==> src/lads_defs.vh <==
// Constants for the link access and duplicate address check state machine.
// Assumes a 100 MHz core clock.
`ifndef LADS_DEFS_VH
`define LADS_DEFS_VH

`define LADS_CLK_MHZ 100
`define LADS_CHECK_TIME_MS 1000
// One second of core clock cycles, sized to the timer width
`define LADS_CHECK_CYCLES 27'h5F5E100
`define LADS_TMR_W 27
`define LADS_ADDR_W 6
`define LADS_CHECK_MSG_ID 3'h7
`define LADS_GRP2_TAG 2'h2

`endif

==> src/lads_link_fsm.v <==
// Link access state machine with duplicate node address detection.
// Assumes a CAN controller on core_clk_in giving one-cycle event pulses.
`timescale 1ns/1ps
`include "lads_defs.vh"

// Function
// - Four states: sending check, waiting check, on-line, communication fault.
// - Check request sent while sending: start 1 s timer, go waiting.
// - First timer expiry while waiting: resend check request, back to sending.
// - Second consecutive timer expiry while waiting: go on-line.
// - Bus-off in sending, waiting, or on-line with hold: reset transceiver, fault.
// - Bus-off on-line with auto recovery: reset, request check, go sending.
// - Own-address check request: fault if checking, send response if on-line.
// - Non-check messages discarded unless on-line, where they are passed on.
// - Error passive or warning during check transmit is ignored.
// - Check messages with own address in group 2 field are processed, except in fault.
module lads_link_fsm #(
    parameter [`LADS_TMR_W-1:0] CHECK_CYCLES = `LADS_CHECK_CYCLES
) (
    // Clock and reset
    input wire core_clk_in,
    input wire rst_in,
    // Configuration pins
    input wire [`LADS_ADDR_W-1:0] node_address_in,
    input wire bus_off_recovery_choice_in,
    // CAN controller events
    input wire tx_check_done_in,
    input wire bus_off_in,
    input wire error_passive_in,
    input wire error_warning_in,
    input wire rx_valid_in,
    input wire [10:0] rx_id_in,
    input wire rx_is_response_in,
    // Internal transmit request
    input wire int_tx_req_in,
    // Controls to CAN controller and transceiver
    output wire send_check_req_out,
    output wire send_check_resp_out,
    output wire ctrl_reset_out,
    output wire xcvr_hold_reset_out,
    // Requester and upper layer
    output wire int_tx_go_out,
    output wire int_tx_err_out,
    output wire rx_deliver_out,
    output wire dup_detected_out,
    output wire [1:0] state_out
);

    localparam [1:0] ST_SEND = 2'h0;
    localparam [1:0] ST_WAIT = 2'h1;
    localparam [1:0] ST_ONLINE = 2'h2;
    localparam [1:0] ST_FAULT = 2'h3;

    ////////////////////////////////////////////////////////////////////////

    // Both pins cross into this clock domain
    reg [`LADS_ADDR_W-1:0] addr_s1_q;
    reg [`LADS_ADDR_W-1:0] addr_q;
    reg boi_s1_q;
    reg boi_q;
    reg [1:0] state_q;
    reg [1:0] state_d;
    reg [`LADS_TMR_W-1:0] tmr_q;
    reg [`LADS_TMR_W-1:0] tmr_d;
    reg second_q;
    reg second_d;
    reg send_req_q;
    reg send_req_d;
    reg send_resp_q;
    reg send_resp_d;
    reg ctrl_rst_q;
    reg ctrl_rst_d;
    reg hold_q;
    reg hold_d;
    reg go_q;
    reg go_d;
    reg err_q;
    reg err_d;
    reg deliver_q;
    reg deliver_d;
    reg dup_q;
    reg dup_d;

    // Group 2 check message, whatever its address field
    function lads_is_check;
        input [10:0] id;
        begin
            lads_is_check = (id[10:9] == `LADS_GRP2_TAG) && (id[2:0] == `LADS_CHECK_MSG_ID);
        end
    endfunction

    // Group 2 check message addressed to this node
    wire rx_check = rx_valid_in && lads_is_check(rx_id_in)
        && (rx_id_in[8:3] == addr_q);
    wire rx_other = rx_valid_in && !lads_is_check(rx_id_in);
    wire tmr_expire = (state_q == ST_WAIT) && (tmr_q == {`LADS_TMR_W{1'b0}});
    // Error passive and warning take no part in any decision
    wire unused_err = error_passive_in | error_warning_in;

    always @(posedge core_clk_in or posedge rst_in) begin
        if (rst_in) begin
            addr_s1_q <= {`LADS_ADDR_W{1'b0}};
            addr_q <= {`LADS_ADDR_W{1'b0}};
            boi_s1_q <= 1'b0;
            boi_q <= 1'b0;
        end else begin
            addr_s1_q <= node_address_in;
            addr_q <= addr_s1_q;
            boi_s1_q <= bus_off_recovery_choice_in;
            boi_q <= boi_s1_q;
        end
    end

    ////////////////////////////////////////////////////////////////////////

    always @* begin
        state_d = state_q;
        tmr_d = tmr_q;
        second_d = second_q;
        send_req_d = 1'b0;
        send_resp_d = 1'b0;
        ctrl_rst_d = 1'b0;
        hold_d = hold_q;
        go_d = 1'b0;
        err_d = 1'b0;
        deliver_d = 1'b0;
        dup_d = 1'b0;
        if (state_q == ST_WAIT && tmr_q != {`LADS_TMR_W{1'b0}}) begin
            tmr_d = tmr_q - 1'b1;
        end
        // Internal transmit gating
        if (int_tx_req_in) begin
            if (state_q == ST_ONLINE) begin
                go_d = 1'b1;
            end else begin
                err_d = 1'b1;
            end
        end
        // Non-check traffic
        if (rx_other && state_q == ST_ONLINE) begin
            deliver_d = 1'b1;
        end
        case (state_q)
            ST_SEND: begin
                if (bus_off_in) begin
                    hold_d = 1'b1;
                    state_d = ST_FAULT;
                end else if (rx_check) begin
                    dup_d = 1'b1;
                    state_d = ST_FAULT;
                end else if (tx_check_done_in) begin
                    tmr_d = CHECK_CYCLES - 1'b1;
                    state_d = ST_WAIT;
                end
            end
            ST_WAIT: begin
                if (bus_off_in) begin
                    hold_d = 1'b1;
                    state_d = ST_FAULT;
                end else if (rx_check) begin
                    dup_d = 1'b1;
                    state_d = ST_FAULT;
                end else if (tmr_expire) begin
                    if (second_q) begin
                        state_d = ST_ONLINE;
                    end else begin
                        second_d = 1'b1;
                        send_req_d = 1'b1;
                        state_d = ST_SEND;
                    end
                end
            end
            ST_ONLINE: begin
                if (bus_off_in) begin
                    if (boi_q) begin
                        ctrl_rst_d = 1'b1;
                        send_req_d = 1'b1;
                        second_d = 1'b0;
                        state_d = ST_SEND;
                    end else begin
                        hold_d = 1'b1;
                        state_d = ST_FAULT;
                    end
                end else if (rx_check && rx_is_response_in) begin
                    dup_d = 1'b1;
                    state_d = ST_FAULT;
                end else if (rx_check) begin
                    send_resp_d = 1'b1;
                end
            end
            default: begin
                state_d = ST_FAULT;
            end
        endcase
    end

    always @(posedge core_clk_in or posedge rst_in) begin
        if (rst_in) begin
            state_q <= ST_SEND;
            tmr_q <= {`LADS_TMR_W{1'b0}};
            second_q <= 1'b0;
            send_req_q <= 1'b0;
            send_resp_q <= 1'b0;
            ctrl_rst_q <= 1'b0;
            hold_q <= 1'b0;
            go_q <= 1'b0;
            err_q <= 1'b0;
            deliver_q <= 1'b0;
            dup_q <= 1'b0;
        end else begin
            state_q <= state_d;
            tmr_q <= tmr_d;
            second_q <= second_d;
            send_req_q <= send_req_d;
            send_resp_q <= send_resp_d;
            ctrl_rst_q <= ctrl_rst_d;
            hold_q <= hold_d;
            go_q <= go_d;
            err_q <= err_d;
            deliver_q <= deliver_d;
            dup_q <= dup_d;
        end
    end

    ////////////////////////////////////////////////////////////////////////

    assign send_check_req_out = send_req_q;
    assign send_check_resp_out = send_resp_q;
    assign ctrl_reset_out = ctrl_rst_q;
    assign xcvr_hold_reset_out = hold_q;
    assign int_tx_go_out = go_q;
    assign int_tx_err_out = err_q;
    assign rx_deliver_out = deliver_q;
    assign dup_detected_out = dup_q;
    assign state_out = state_q;

endmodule // lads_link_fsm

==> config.mk <==
export PLATFORM = sky130hd
export DESIGN_NAME = lads_link_fsm
export DESIGN_NICKNAME = d
export VERILOG_FILES = /design/src/lads_link_fsm.v
export VERILOG_INCLUDE_DIRS = /design/src
export SDC_FILE = /design/constraint.sdc
export NUM_CORES = 1
export LEC_CHECK = 0
export BUFFER_PORTS_ARGS = -buffer_cell sky130_fd_sc_hd__buf_4
export CORE_MARGIN = 2
export CORE_UTILIZATION = 60
export CTS_CLUSTER_DIAMETER = 150
export DETAILED_ROUTE_END_ITERATION = 16
export GPL_ROUTABILITY_DRIVEN = 0
export PLACE_DENSITY = 0.83
export SETUP_SLACK_MARGIN = 0.4
export SKIP_CTS_REPAIR_TIMING = 1
export SYNTH_ARGS = -nofsm -noshare
export SYNTH_HDL_FRONTEND = slang
export SYNTH_SLANG_ARGS = --single-unit
==> constraint.sdc <==
create_clock -name core_clk_in -period 4.5 [get_ports core_clk_in]
set_input_delay 0.45 -clock core_clk_in [delete_from_list [all_inputs] [get_ports core_clk_in]]
set_output_delay 0.45 -clock core_clk_in [all_outputs]
set_load 0.1 [all_outputs]
==> metrics.md, run 1 <==
| Metric | Value |
|---|---|
| CTS tree | built |
| Die area | 4810 um^2 |
| Final period utilization | 0.598 |
| Syn Area/Cell | 10.7 um^2 |
| DIE HEIGHT | 69.4 um |
| PD cells | 491 nW/um^2 |
| Worst path arrival time | 2820 ps |
| Mux share of post-synthesis cell area | 0 |
| Xor-xnor portion of the synthesized cell area | 0.0512 |
| Seq/Total Area, Yosys | 0.507 |
| Remaining antenna violation count | 0 |
| Synth area leaders | dfrtp_1, or4_1, o31ai_1 |
| First-pass GRT wire length | 8.66 mm |
| Max-Cap Viols | 0 |
| Cell taking the most area after synthesis | dfrtp_1 |
| Num CTS Buffers | 5 |
| Syn nets | 272 |
| Syn Inst Count | 239 |
| Post-synth EDFFs | 0 |
| Area grow syn2layout | 13.1% |
| Synth unique cells | 46 |
| Total congestion overflow | 0 |
| FF+latch area | 1300 um^2 |
| Post-synthesis cell area | 2560 um^2 |
| Unrepaired setup endpoints after global routing | no |
| Multi-input gate area | 1160 um^2 |
| Critical path endpoint category | register |
| DPL Wire Length | 3.38 mm |
| Largest family of logic cells by synthesized area | simple AND/OR/NAND/NOR gates |
| Post-synth top area share | 0.507 |
| Num Clock Sinks | 52 |
| Compound-Gate Fraction of Synth Area | 0.125 |
| Fraction of the mapped netlist area in simple logic gates | 0.245 |
| Share of cells above drive strength 1 | 0.244 |
| Clock Latency Late Sink | 310 ps |
| Initial Util | 0.632 |
| Antenna violations before repair | 0 |
| R2r setup slk | 1810 ps |
| Crit start category | register |
| H-Tree Depth | 2 |
| Synth cell count leaders | dfrtp_1, or4_1, nand2_1 |
| Hold crit path type | in -> reg |
| Clock buffer depth | 2 |
| Fin util | 0.715 |
| Row cnt | 23 |
| Largest net degree at the start of global routing | 53 |
| I/O pin count | 37 |
| All-Layer GR Usage | 0.224 |
| Max VDD drop | 306 uV |
| Max-slew violation count | 0 |
| Routed WL per cell | 15.3 um |
| Hold Vio Cnt, Final | 0 |
| Clock skew | 10.9 ps |
| Status | completed |
| P_leak | 1.14 nW |
| Pin slew with the least headroom to its limit | 1040 ps |
| Worst-path clk slew | 90 ps |
| Async SR Flop Fraction | 1.00 |
| Core area | 4060 um^2 |
| FILL cells | 297 |
| Tmin final | 2690 ps |
| Critical path fanouts, max | 17 |
| Fin nets | 302 |
| DRT iter0 DRCs | 86 |
| IO buf count | 34 |
| Max transition margin | 0.302 |
| Yosys reg bits | 52 |
| Required time worst endpoint | 4640 ps |
| CTS root buf | clkbuf_8 |
| Vias | 1910 |
| Max frequency | 372 MHz |
| Number of global-route vias before repair | 1943 |
| # DRC | 0 |
| Yosys warns | 0 |
| Drt total wl | 4.91 mm |
| Adder-Cell Fraction of Synth Area | 0.0293 |
| Die width | 69.4 um |
| Main synth FF type | dfrtp_1 |
| Drt pass-1 iters | 4 |
| Final TNS setup | 0 ps |
| Number of diodes | 0 |
| Worst setup path class | reg -> reg |
| Most numerous cell in the Yosys netlist | dfrtp_1 |
| Vias per inst | 5.97 |
| WHS | 243 ps |
| Setup violators final | 0 |
==> critical path, stage by stage, from the launching register on <==
cell and delay (ps):
dfrtp_1 430, or4_1 610, or4_1 760, o21ai_4 440, or4b_2 200, nand3_1 70
==> metal layers <==
layer	global-route usage	wire, um	vias up
met5	0	0	-
met4	0.0850	82	0
met1	0.279	2160	927
met2	0.382	2480	29
met3	0.0480	177	8
li1	-	-	946
==> final cells by class <==
| cell class | instances | area share |
|---|---|---|
| sequential | 52 | 0.448 |
| multi-input combinational | 167 | 0.398 |
| timing repair buffer | 34 | 0.0880 |
| clock buffer | 6 | 0.0285 |
| tap | 50 | 0.0216 |
| inverter | 9 | 0.0116 |
| clock inverter | 2 | 0.00345 |
==> sequential cells by signal (all words and copies together) (netlist names), 2 cells and up <==
name       cells
addr_q         6
addr_s1_q      6
state_out      2
tmr_q         27
==> stage by stage <==
step | cell area [um^2] | cells | power, mW | worst slack [ps]
2_1_floorplan | 2560 | 239 | 1.06 | 1850
3_3_place_gp | 2810 | 312 | 1.14 | 1900
3_5_place_dp | 2810 | 312 | 1.16 | 1850
4_1_cts | 2900 | 320 | 1.43 | 1830
5_1_grt | 2900 | 320 | 1.52 | 1700
6_report | 2900 | 320 | 1.42 | 1810
==> power breakdown <==
group,total (mW),switching (mW),internal (mW)
registers,0.613,0.0637,0.549
clock network,0.268,0.145,0.123
logic,0.543,0.360,0.183
==> cells in the final DEF, fill, tap and decap left out, types with 3 or more instances in the layout <==
master	synthesis	final
clkbuf_8	0	6
o41ai_1	3	3
or4_1	14	14
nand4_1	6	6
nor3_1	7	7
buf_4	0	34
xnor2_1	8	8
inv_1	9	8
ha_1	6	6
and3_1	3	3
nand3_1	12	12
or2_2	9	9
dfrtp_1	52	52
nand2_1	13	13
or3_1	4	4
nor2_1	11	11
nor2b_1	3	3
o211ai_1	4	4
o31ai_1	12	12
o21ai_0	4	4
a21oi_1	9	9
xor2_1	7	7
or4_4	3	3
==> cell families (layout without fill, tap and decap cells) <==
group / count (synthesis) / in the layout
flops: 52 / 52
xor+xnor: 15 / 15
compound gates: 44 / 44
buf+inv: 20 / 51
simple gates: 102 / 102
fa+ha+maj: 6 / 6
==> final timing paths <==
check,start,to,cells after the start
hold reg to reg,addr_s1_q[3]$_DFF_PP0_,addr_q[3]$_DFF_PP0_,0
min in group asynchronous,rst_in,addr_q[3]$_DFF_PP0_,2
hold / removal,bus_off_recovery_choice_in,boi_s1_q$_DFF_PP0_,1
max in group asynchronous,rst_in,tmr_q[4]$_DFF_PP0_,2
setup / recovery,tmr_q[15]$_DFF_PP0_,tmr_q[13]$_DFF_PP0_,5
setup reg to reg,tmr_q[15]$_DFF_PP0_,tmr_q[13]$_DFF_PP0_,5
No activity file was read; power rests on OpenSTA's default activity.
==> run 2, diff against run 1 <==
--- a/config.mk
+++ b/config.mk
@@ -6,13 +6,14 @@
 export SDC_FILE = /design/constraint.sdc
 export NUM_CORES = 1
 export LEC_CHECK = 0
+export ABC_AREA = 1
 export BUFFER_PORTS_ARGS = -buffer_cell sky130_fd_sc_hd__buf_4
 export CORE_MARGIN = 2
-export CORE_UTILIZATION = 60
+export CORE_UTILIZATION = 52
 export CTS_CLUSTER_DIAMETER = 150
 export DETAILED_ROUTE_END_ITERATION = 16
 export GPL_ROUTABILITY_DRIVEN = 0
-export PLACE_DENSITY = 0.83
+export PLACE_DENSITY = 0.76
 export SETUP_SLACK_MARGIN = 0.4
 export SKIP_CTS_REPAIR_TIMING = 1
 export SYNTH_ARGS = -nofsm -noshare
==> constraint.sdc (replaced) <==
create_clock -name core_clk_in -period 2.4 [get_ports core_clk_in]
set_input_delay 0.24 -clock core_clk_in [delete_from_list [all_inputs] [get_ports core_clk_in]]
set_output_delay 0.24 -clock core_clk_in [all_outputs]
set_load 0.1 [all_outputs]
==> run 2 against run 1 <==
The flow now finishes with violations (hold timing). Global-route usage fell by 1.2 points. Die area rose by 26%. Hold slack got worse by 260 ps. Synthesized cell count rose by 58%. Flip-flop and latch count did not move. Clock-buffer cell count fell by 1. Critical path depth rose by 6. Largest cell class unchanged. Largest power group unchanged. Highest routed layer unchanged.
==> metrics.md, run 2 <==
| Metric | Value |
|---|---|
| Critical path endpoint category | register |
| Failing checks | hold timing |
| Met2 usage | 0.357 (-0.0256) |
| Main synth FF type | dfrtp_1 |
| CTS root buf | clkbuf_8 |
| Overall power | 2.60 mW (+82%) |
| Clock skew | 6.82 ps (-4.10 ps) |
| Post-synth EDFFs | 0 (unchanged) |
| Num Clock Sinks | 52 (unchanged) |
| Max transition margin | 0.605 (+0.302) |
| Fin util | 0.635 (-0.0801) |
| Syn nets | 410 (+51%) |
| Final Cell Area | 3280 um^2 (+13%) |
| Share of cells above drive strength 1 | 0.172 (-0.0726) |
| Final period utilization | 0.768 (+0.171) |
| All-Layer GR Usage | 0.212 (-0.0121) |
| Num CTS Buffers | 5 (unchanged) |
| Top reg by flops | tmr_q |
| Synth unique cells | 32 (-30%) |
| P_leak | 1.72 nW (+51%) |
| IO buf count | 34 (unchanged) |
| Syn Area/Cell | 7.52 um^2 (-30%) |
| DPL Wire Length | 4.49 mm (+33%) |
| Vias | 2444 (+28%) |
| Commonest non-fill, non-tap cell in the layout | nand2_1 |
| Synth cell count leaders | nand2_1, inv_1, dfrtp_1, nor2_1, nand3_1 |
| Tmin final | 1840 ps (-845 ps) |
| M3 GR Usage | 0.0360 (-0.0119) |
| Status | finished, violations left |
| Antenna violations before repair | 0 (unchanged) |
| Clock power frac | 0.204 (+0.016) |
| # DRC | 0 (unchanged) |
| Drt pass-1 iters | 5 (+1) |
| Sequential power share | 0.407 (-0.023) |
| Die width | 77.9 um (+12%) |
| Total congestion overflow | 0 (unchanged) |
| Cell Count, Final, Fillers Out | 489 (+53%) |
| Logic pwr share | 0.389 (+0.008) |
| Remaining antenna violation count | 0 (unchanged) |
| Pint | 1.48 mW (+73%) |
| Critical path fanouts, max | 6 (-11) |
| Max FFs per register | 27 (unchanged) |
| Initial Util | 0.548 (-0.0838) |
| Post-synthesis cell area | 2840 um^2 (+11%) |
| H-Tree Depth | 2 (unchanged) |
| Syn Inst Count | 377 (+58%) |
| Required time worst endpoint | 2590 ps (-2050 ps) |
| Cell taking the most area after synthesis | dfrtp_1 |
| Pin slew with the least headroom to its limit | 592 ps (-453 ps) |
| Max VDD drop | 803 uV (+160%) |
| Final TNS setup | 0 ps (unchanged) |
| Largest net degree at the start of global routing | 30 (-43%) |
| Max frequency | 542 MHz (+46%) |
| Placed cells | 481 (+54%) |
| Switching share of total power | 0.432 (+0.0320) |
| DIE HEIGHT | 77.9 um (+12%) |
| Post-synth top area share | 0.459 (-0.0486) |
| CTS tree | built |
| Hold crit path type | in -> async |
| Area grow syn2layout | 15.8% |
| Fin nets | 451 (+49%) |
| Async SR Flop Fraction | 1.00 (unchanged) |
| I/O pin count | 37 (unchanged) |
| Max-slew violation count | 0 (unchanged) |
| Clock Latency Late Sink | 310 ps (about the same) |
| Met1 GRT Util | 0.287 (+0.00719) |
| Die area | 6060 um^2 (+26%) |
| Setup ws final | 556 ps (-1250 ps) |
| Drt total wl | 5.85 mm (+19%) |
| Setup violators final | 0 (unchanged) |
| Number of diodes | 0 (unchanged) |
| First-pass GRT wire length | 10.4 mm (+20%) |
| Worst setup path class | reg -> reg |
| Yosys warns | 0 (unchanged) |
| Max-Cap Viols | 0 (unchanged) |
| Crit start category | register |
| Number of global-route vias before repair | 2310 (+19%) |
| Synth area leaders | dfrtp_1, nand2_1, inv_1 |
| PD cells | 790 nW/um^2 (+61%) |
| DP Area | 3180 um^2 (+13%) |
| Routed WL per cell | 12.0 um (-22%) |
| Unrepaired setup endpoints after global routing | yes |
| WHS | -14.6 ps (-257 ps) |
| Most numerous cell in the Yosys netlist | nand2_1 |
| Worst path arrival time | 2030 ps (-790 ps) |
| DRT iter0 DRCs | 181 (+110%) |
| Most frequent cells in the layout | nand2_1, inv_1, nor2_1, dfrtp_1, buf_4 |
| Clock buffer depth | 2 (unchanged) |
| Place WS | 517 ps (-1330 ps) |
| Seq/Total Area, Yosys | 0.459 (-0.0486) |
| Core area | 5170 um^2 (+27%) |
| Switching Power | 1.12 mW (+97%) |
| Row cnt | 26 (+13%) |
| Vias per inst | 5.00 (-16%) |
| Yosys reg bits | 52 (unchanged) |
| Hold Vio Cnt, Final | 27 (+27) |
| Grt peak-use layer | met2 |
| Top flop regs | tmr_q x27, addr_q x6, addr_s1_q x6 |
| Worst-path clk slew | 100 ps (about the same) |
run 2: path summary, 6_finish.rpt:
kind / startpoint / to / slack, ps / cells past startpoint
setup / recovery: tmr_q[0]$_DFF_PP0_ / tmr_q[22]$_DFF_PP0_ / 560 / 11
hold / removal: rst_in / tmr_q[11]$_DFF_PP0_ / -10 / 2
setup reg to reg: tmr_q[0]$_DFF_PP0_ / tmr_q[22]$_DFF_PP0_ / 560 / 11
hold reg to reg: addr_s1_q[5]$_DFF_PP0_ / addr_q[5]$_DFF_PP0_ / 360 / 0
max in group asynchronous: rst_in / state_out[0]$_DFFE_PP0P_ / 1820 / 3
min in group core_clk_in: node_address_in[4] / addr_s1_q[4]$_DFF_PP0_ / 20 / 1
run 2: kinds of logic (layout without fill, tap and decap cells):
kind of cell / after synthesis / in the layout / synth area share
AOI/OAI and AO/OA: 20 / 20 / 0.0415
xor gates and xnor gates: 6 / 6 / 0.0185
adders and majority gates: 6 / 6 / 0.0265
buffers and inverters: 71 / 113 / 0.101
DFF: 52 / 52 / 0.459
and+or+nand+nor: 222 / 222 / 0.353
run 2: critical path: stages (launching register included):
cell and delay, ps:
dfrtp_1 440, inv_2 130, ha_1 170, inv_1 60
nor2_2 130, inv_2 60, nor2_1 140, nand2_1 120
nor2_2 120, nand2_2 90, o21ai_0 170, nand3_1 90
run 2: power groups by stage:
stage | Sequential (mW) | Clock [mW] | Combinational, mW
floorplan | 1.31 | 0 | 0.550
detailed placement | 1.07 | 0 | 1.00
CTS | 1.05 | 0.544 | 1.00
finish | 1.06 | 0.529 | 1.01
global route | 1.07 | 0.573 | 1.11
global placement | 1.06 | 0 | 0.982
run 2: final cells by class:
cell class,count,area (um^2)
Tap cell,70,87.6
Timing Repair Buffer,38,285
Inverter,67,251
Fill cell,469,1890
Multi-Input combinational cell,254,1260
Sequential cell,52,1300
Clock buffer,5,68.8
Clock inverter,3,27.5
run 2: per-layer routing:
layer	vias up	share of wire
li1	1255	-
met1	1127	0.47
met2	57	0.48
met3	5	0.042
met4	0	0.0099
met5	-	0
==> run 3, diff against run 2 <==
--- a/config.mk
+++ b/config.mk
@@ -9,11 +9,11 @@
 export ABC_AREA = 1
 export BUFFER_PORTS_ARGS = -buffer_cell sky130_fd_sc_hd__buf_4
 export CORE_MARGIN = 2
-export CORE_UTILIZATION = 52
+export CORE_UTILIZATION = 57
 export CTS_CLUSTER_DIAMETER = 150
 export DETAILED_ROUTE_END_ITERATION = 16
 export GPL_ROUTABILITY_DRIVEN = 0
-export PLACE_DENSITY = 0.76
+export PLACE_DENSITY = 0.79
 export SETUP_SLACK_MARGIN = 0.4
 export SKIP_CTS_REPAIR_TIMING = 1
 export SYNTH_ARGS = -nofsm -noshare
==> constraint.sdc (replaced) <==
create_clock -name core_clk_in -period 1.7 [get_ports core_clk_in]
set_input_delay 0.17 -clock core_clk_in [delete_from_list [all_inputs] [get_ports core_clk_in]]
set_output_delay 0.17 -clock core_clk_in [all_outputs]
set_load 0.1 [all_outputs]
==> run 3 against run 2 <==
The flow finishes with violations (setup timing). First-iteration DRC count is 50% higher. Sequential share of layout area is 6.9 points lower. Setup slack worse by 600 ps. Largest cell class is now multi-input gates.
==> metrics.md, run 3 (synthesis results as in run 2) <==
| Metric | Value |
|---|---|
| Status | finished, violations left |
| Failing checks | setup timing |
| Antenna violations before repair | 0 (unchanged) |
| I/O pin count | 37 (unchanged) |
| Clock skew | 9.41 ps (+2.60 ps) |
| Worst path arrival time | 1940 ps (-90 ps) |
| DIE HEIGHT | 74.5 um (-4.3%) |
| Final period utilization | 1.03 (+0.258) |
| CTS tree | built |
| All-Layer GR Usage | 0.232 (+0.0199) |
| Most frequent cells in the layout | nand2_1, buf_4, inv_1 |
| Overall power | 4.29 mW (+65%) |
| Remaining antenna violation count | 0 (unchanged) |
| Final Cell Area | 3990 um^2 (+21%) |
| Fin nets | 502 (+11%) |
| DPL Wire Length | 4.50 mm (+0.17%) |
| Routed WL per cell | 14.7 um (+23%) |
| Final TNS setup | -209 ps (-209 ps) |
| Num Clock Sinks | 52 (unchanged) |
| PD cells | 1080 nW/um^2 (+36%) |
| Share of cells above drive strength 1 | 0.353 (+0.181) |
| Critical path endpoint category | register |
| Placed cells | 497 (+3.3%) |
| Max transition margin | 0.703 (+0.0982) |
| Cell Count, Final, Fillers Out | 537 (+9.8%) |
| Core area | 4750 um^2 (-8.1%) |
| Drt total wl | 7.89 mm (+35%) |
| Total congestion overflow | 0 (unchanged) |
| Die area | 5560 um^2 (-8.3%) |
| Critical path fanouts, max | 6 (unchanged) |
| Pin slew with the least headroom to its limit | 445 ps (-147 ps) |
| Setup violators final | 9 (+9) |
| # DRC | 0 (unchanged) |
| Vias | 2925 (+20%) |
| Largest net degree at the start of global routing | 53 (+77%) |
| Top flop regs | tmr_q x27, addr_q x6, addr_s1_q x6 |
| Hold crit path type | in -> reg |
| Initial Util | 0.597 (+0.0482) |
| Worst-path clk slew | 100 ps (about the same) |
| IO buf count | 34 (unchanged) |
| Max frequency | 573 MHz (+5.7%) |
| Number of diodes | 0 (unchanged) |
| First-pass GRT wire length | 9.82 mm (-5.1%) |
| Place WS | -50.5 ps (-567 ps) |
| Max-Cap Viols | 0 (unchanged) |
| Worst setup path class | reg -> reg |
| DP Area | 3370 um^2 (+6.3%) |
| Commonest non-fill, non-tap cell in the layout | nand2_1 |
| Max FFs per register | 27 (unchanged) |
| P_leak | 1.97 nW (+15%) |
| Clock Latency Late Sink | 310 ps (about the same) |
| Crit start category | register |
| WHS | 28.0 ps (+42.6 ps) |
| Fin util | 0.838 (+0.203) |
| Setup ws final | -44.5 ps (-601 ps) |
| Max VDD drop | 882 uV (+9.8%) |
| Drt pass-1 iters | 5 (unchanged) |
| Top reg by flops | tmr_q |
| Unrepaired setup endpoints after global routing | yes |
| CTS root buf | clkbuf_8 |
| Vias per inst | 5.45 (+9.0%) |
| Number of global-route vias before repair | 2325 (+0.65%) |
| Tmin final | 1740 ps (-99.5 ps) |
| Num CTS Buffers | 5 (unchanged) |
| H-Tree Depth | 2 (unchanged) |
| Required time worst endpoint | 1900 ps (-690 ps) |
| Die width | 74.5 um (-4.3%) |
| Row cnt | 25 (-3.8%) |
| Area grow syn2layout | 40.5% |
| DRT iter0 DRCs | 272 (+50%) |
| Max-slew violation count | 0 (unchanged) |
| Hold Vio Cnt, Final | 0 (-100%) |
| Clock buffer depth | 2 (unchanged) |
[run 3: worst max-delay path, cell delays in order (launching register included)]
cell,delay [ps]
dfrtp_1,440
nor2_2,210
nand3_2,150
nor2_2,210
nand2_1,120
nor2_4,220
nand2_2,70
o21ai_0,160
nor2_1,60
[run 3: final timing paths]
| path | start | endpoint | slack [ps] | cells past startpoint |
|---|---|---|---|---|
| worst max-delay path | tmr_q[3]$_DFF_PP0_ | tmr_q[25]$_DFF_PP0_ | -40 | 8 |
| worst min-delay path | rx_is_response_in | send_check_resp_out$_DFF_PP0_ | 30 | 2 |
| worst max register to register | tmr_q[3]$_DFF_PP0_ | tmr_q[25]$_DFF_PP0_ | -40 | 8 |
| worst min register to register | addr_s1_q[3]$_DFF_PP0_ | addr_q[3]$_DFF_PP0_ | 360 | 0 |
| max in group asynchronous | rst_in | tmr_q[11]$_DFF_PP0_ | 980 | 4 |
| min in group asynchronous | rst_in | tmr_q[2]$_DFF_PP0_ | 470 | 4 |
[run 3: cell type report]
class | instances | area, um^2
multi-input combinational | 259 | 1580
sequential | 52 | 1310
fill | 286 | 769
timing repair buffer | 84 | 667
inverter | 67 | 258
tap | 67 | 83.8
clock buffer | 5 | 68.8
clock inverter | 3 | 21.3
[run 3: report_power, final]
part           switching [mW]  total [mW]  internal, mW
logic                    1.33        2.08         0.749
registers               0.119        1.50          1.38
clock network           0.418       0.711         0.293
total                    1.87        4.29          2.42
[run 3: routing by layer]
metal  vias to the layer above  share of wire  track usage  wire length [um]
met5                         -              0            0                 0
met1                      1372           0.39        0.317              3080
met2                       151           0.51        0.375              4000
met3                        28          0.077       0.0407               605
li1                       1374              -            -                 -
met4                         0          0.026       0.0813               209
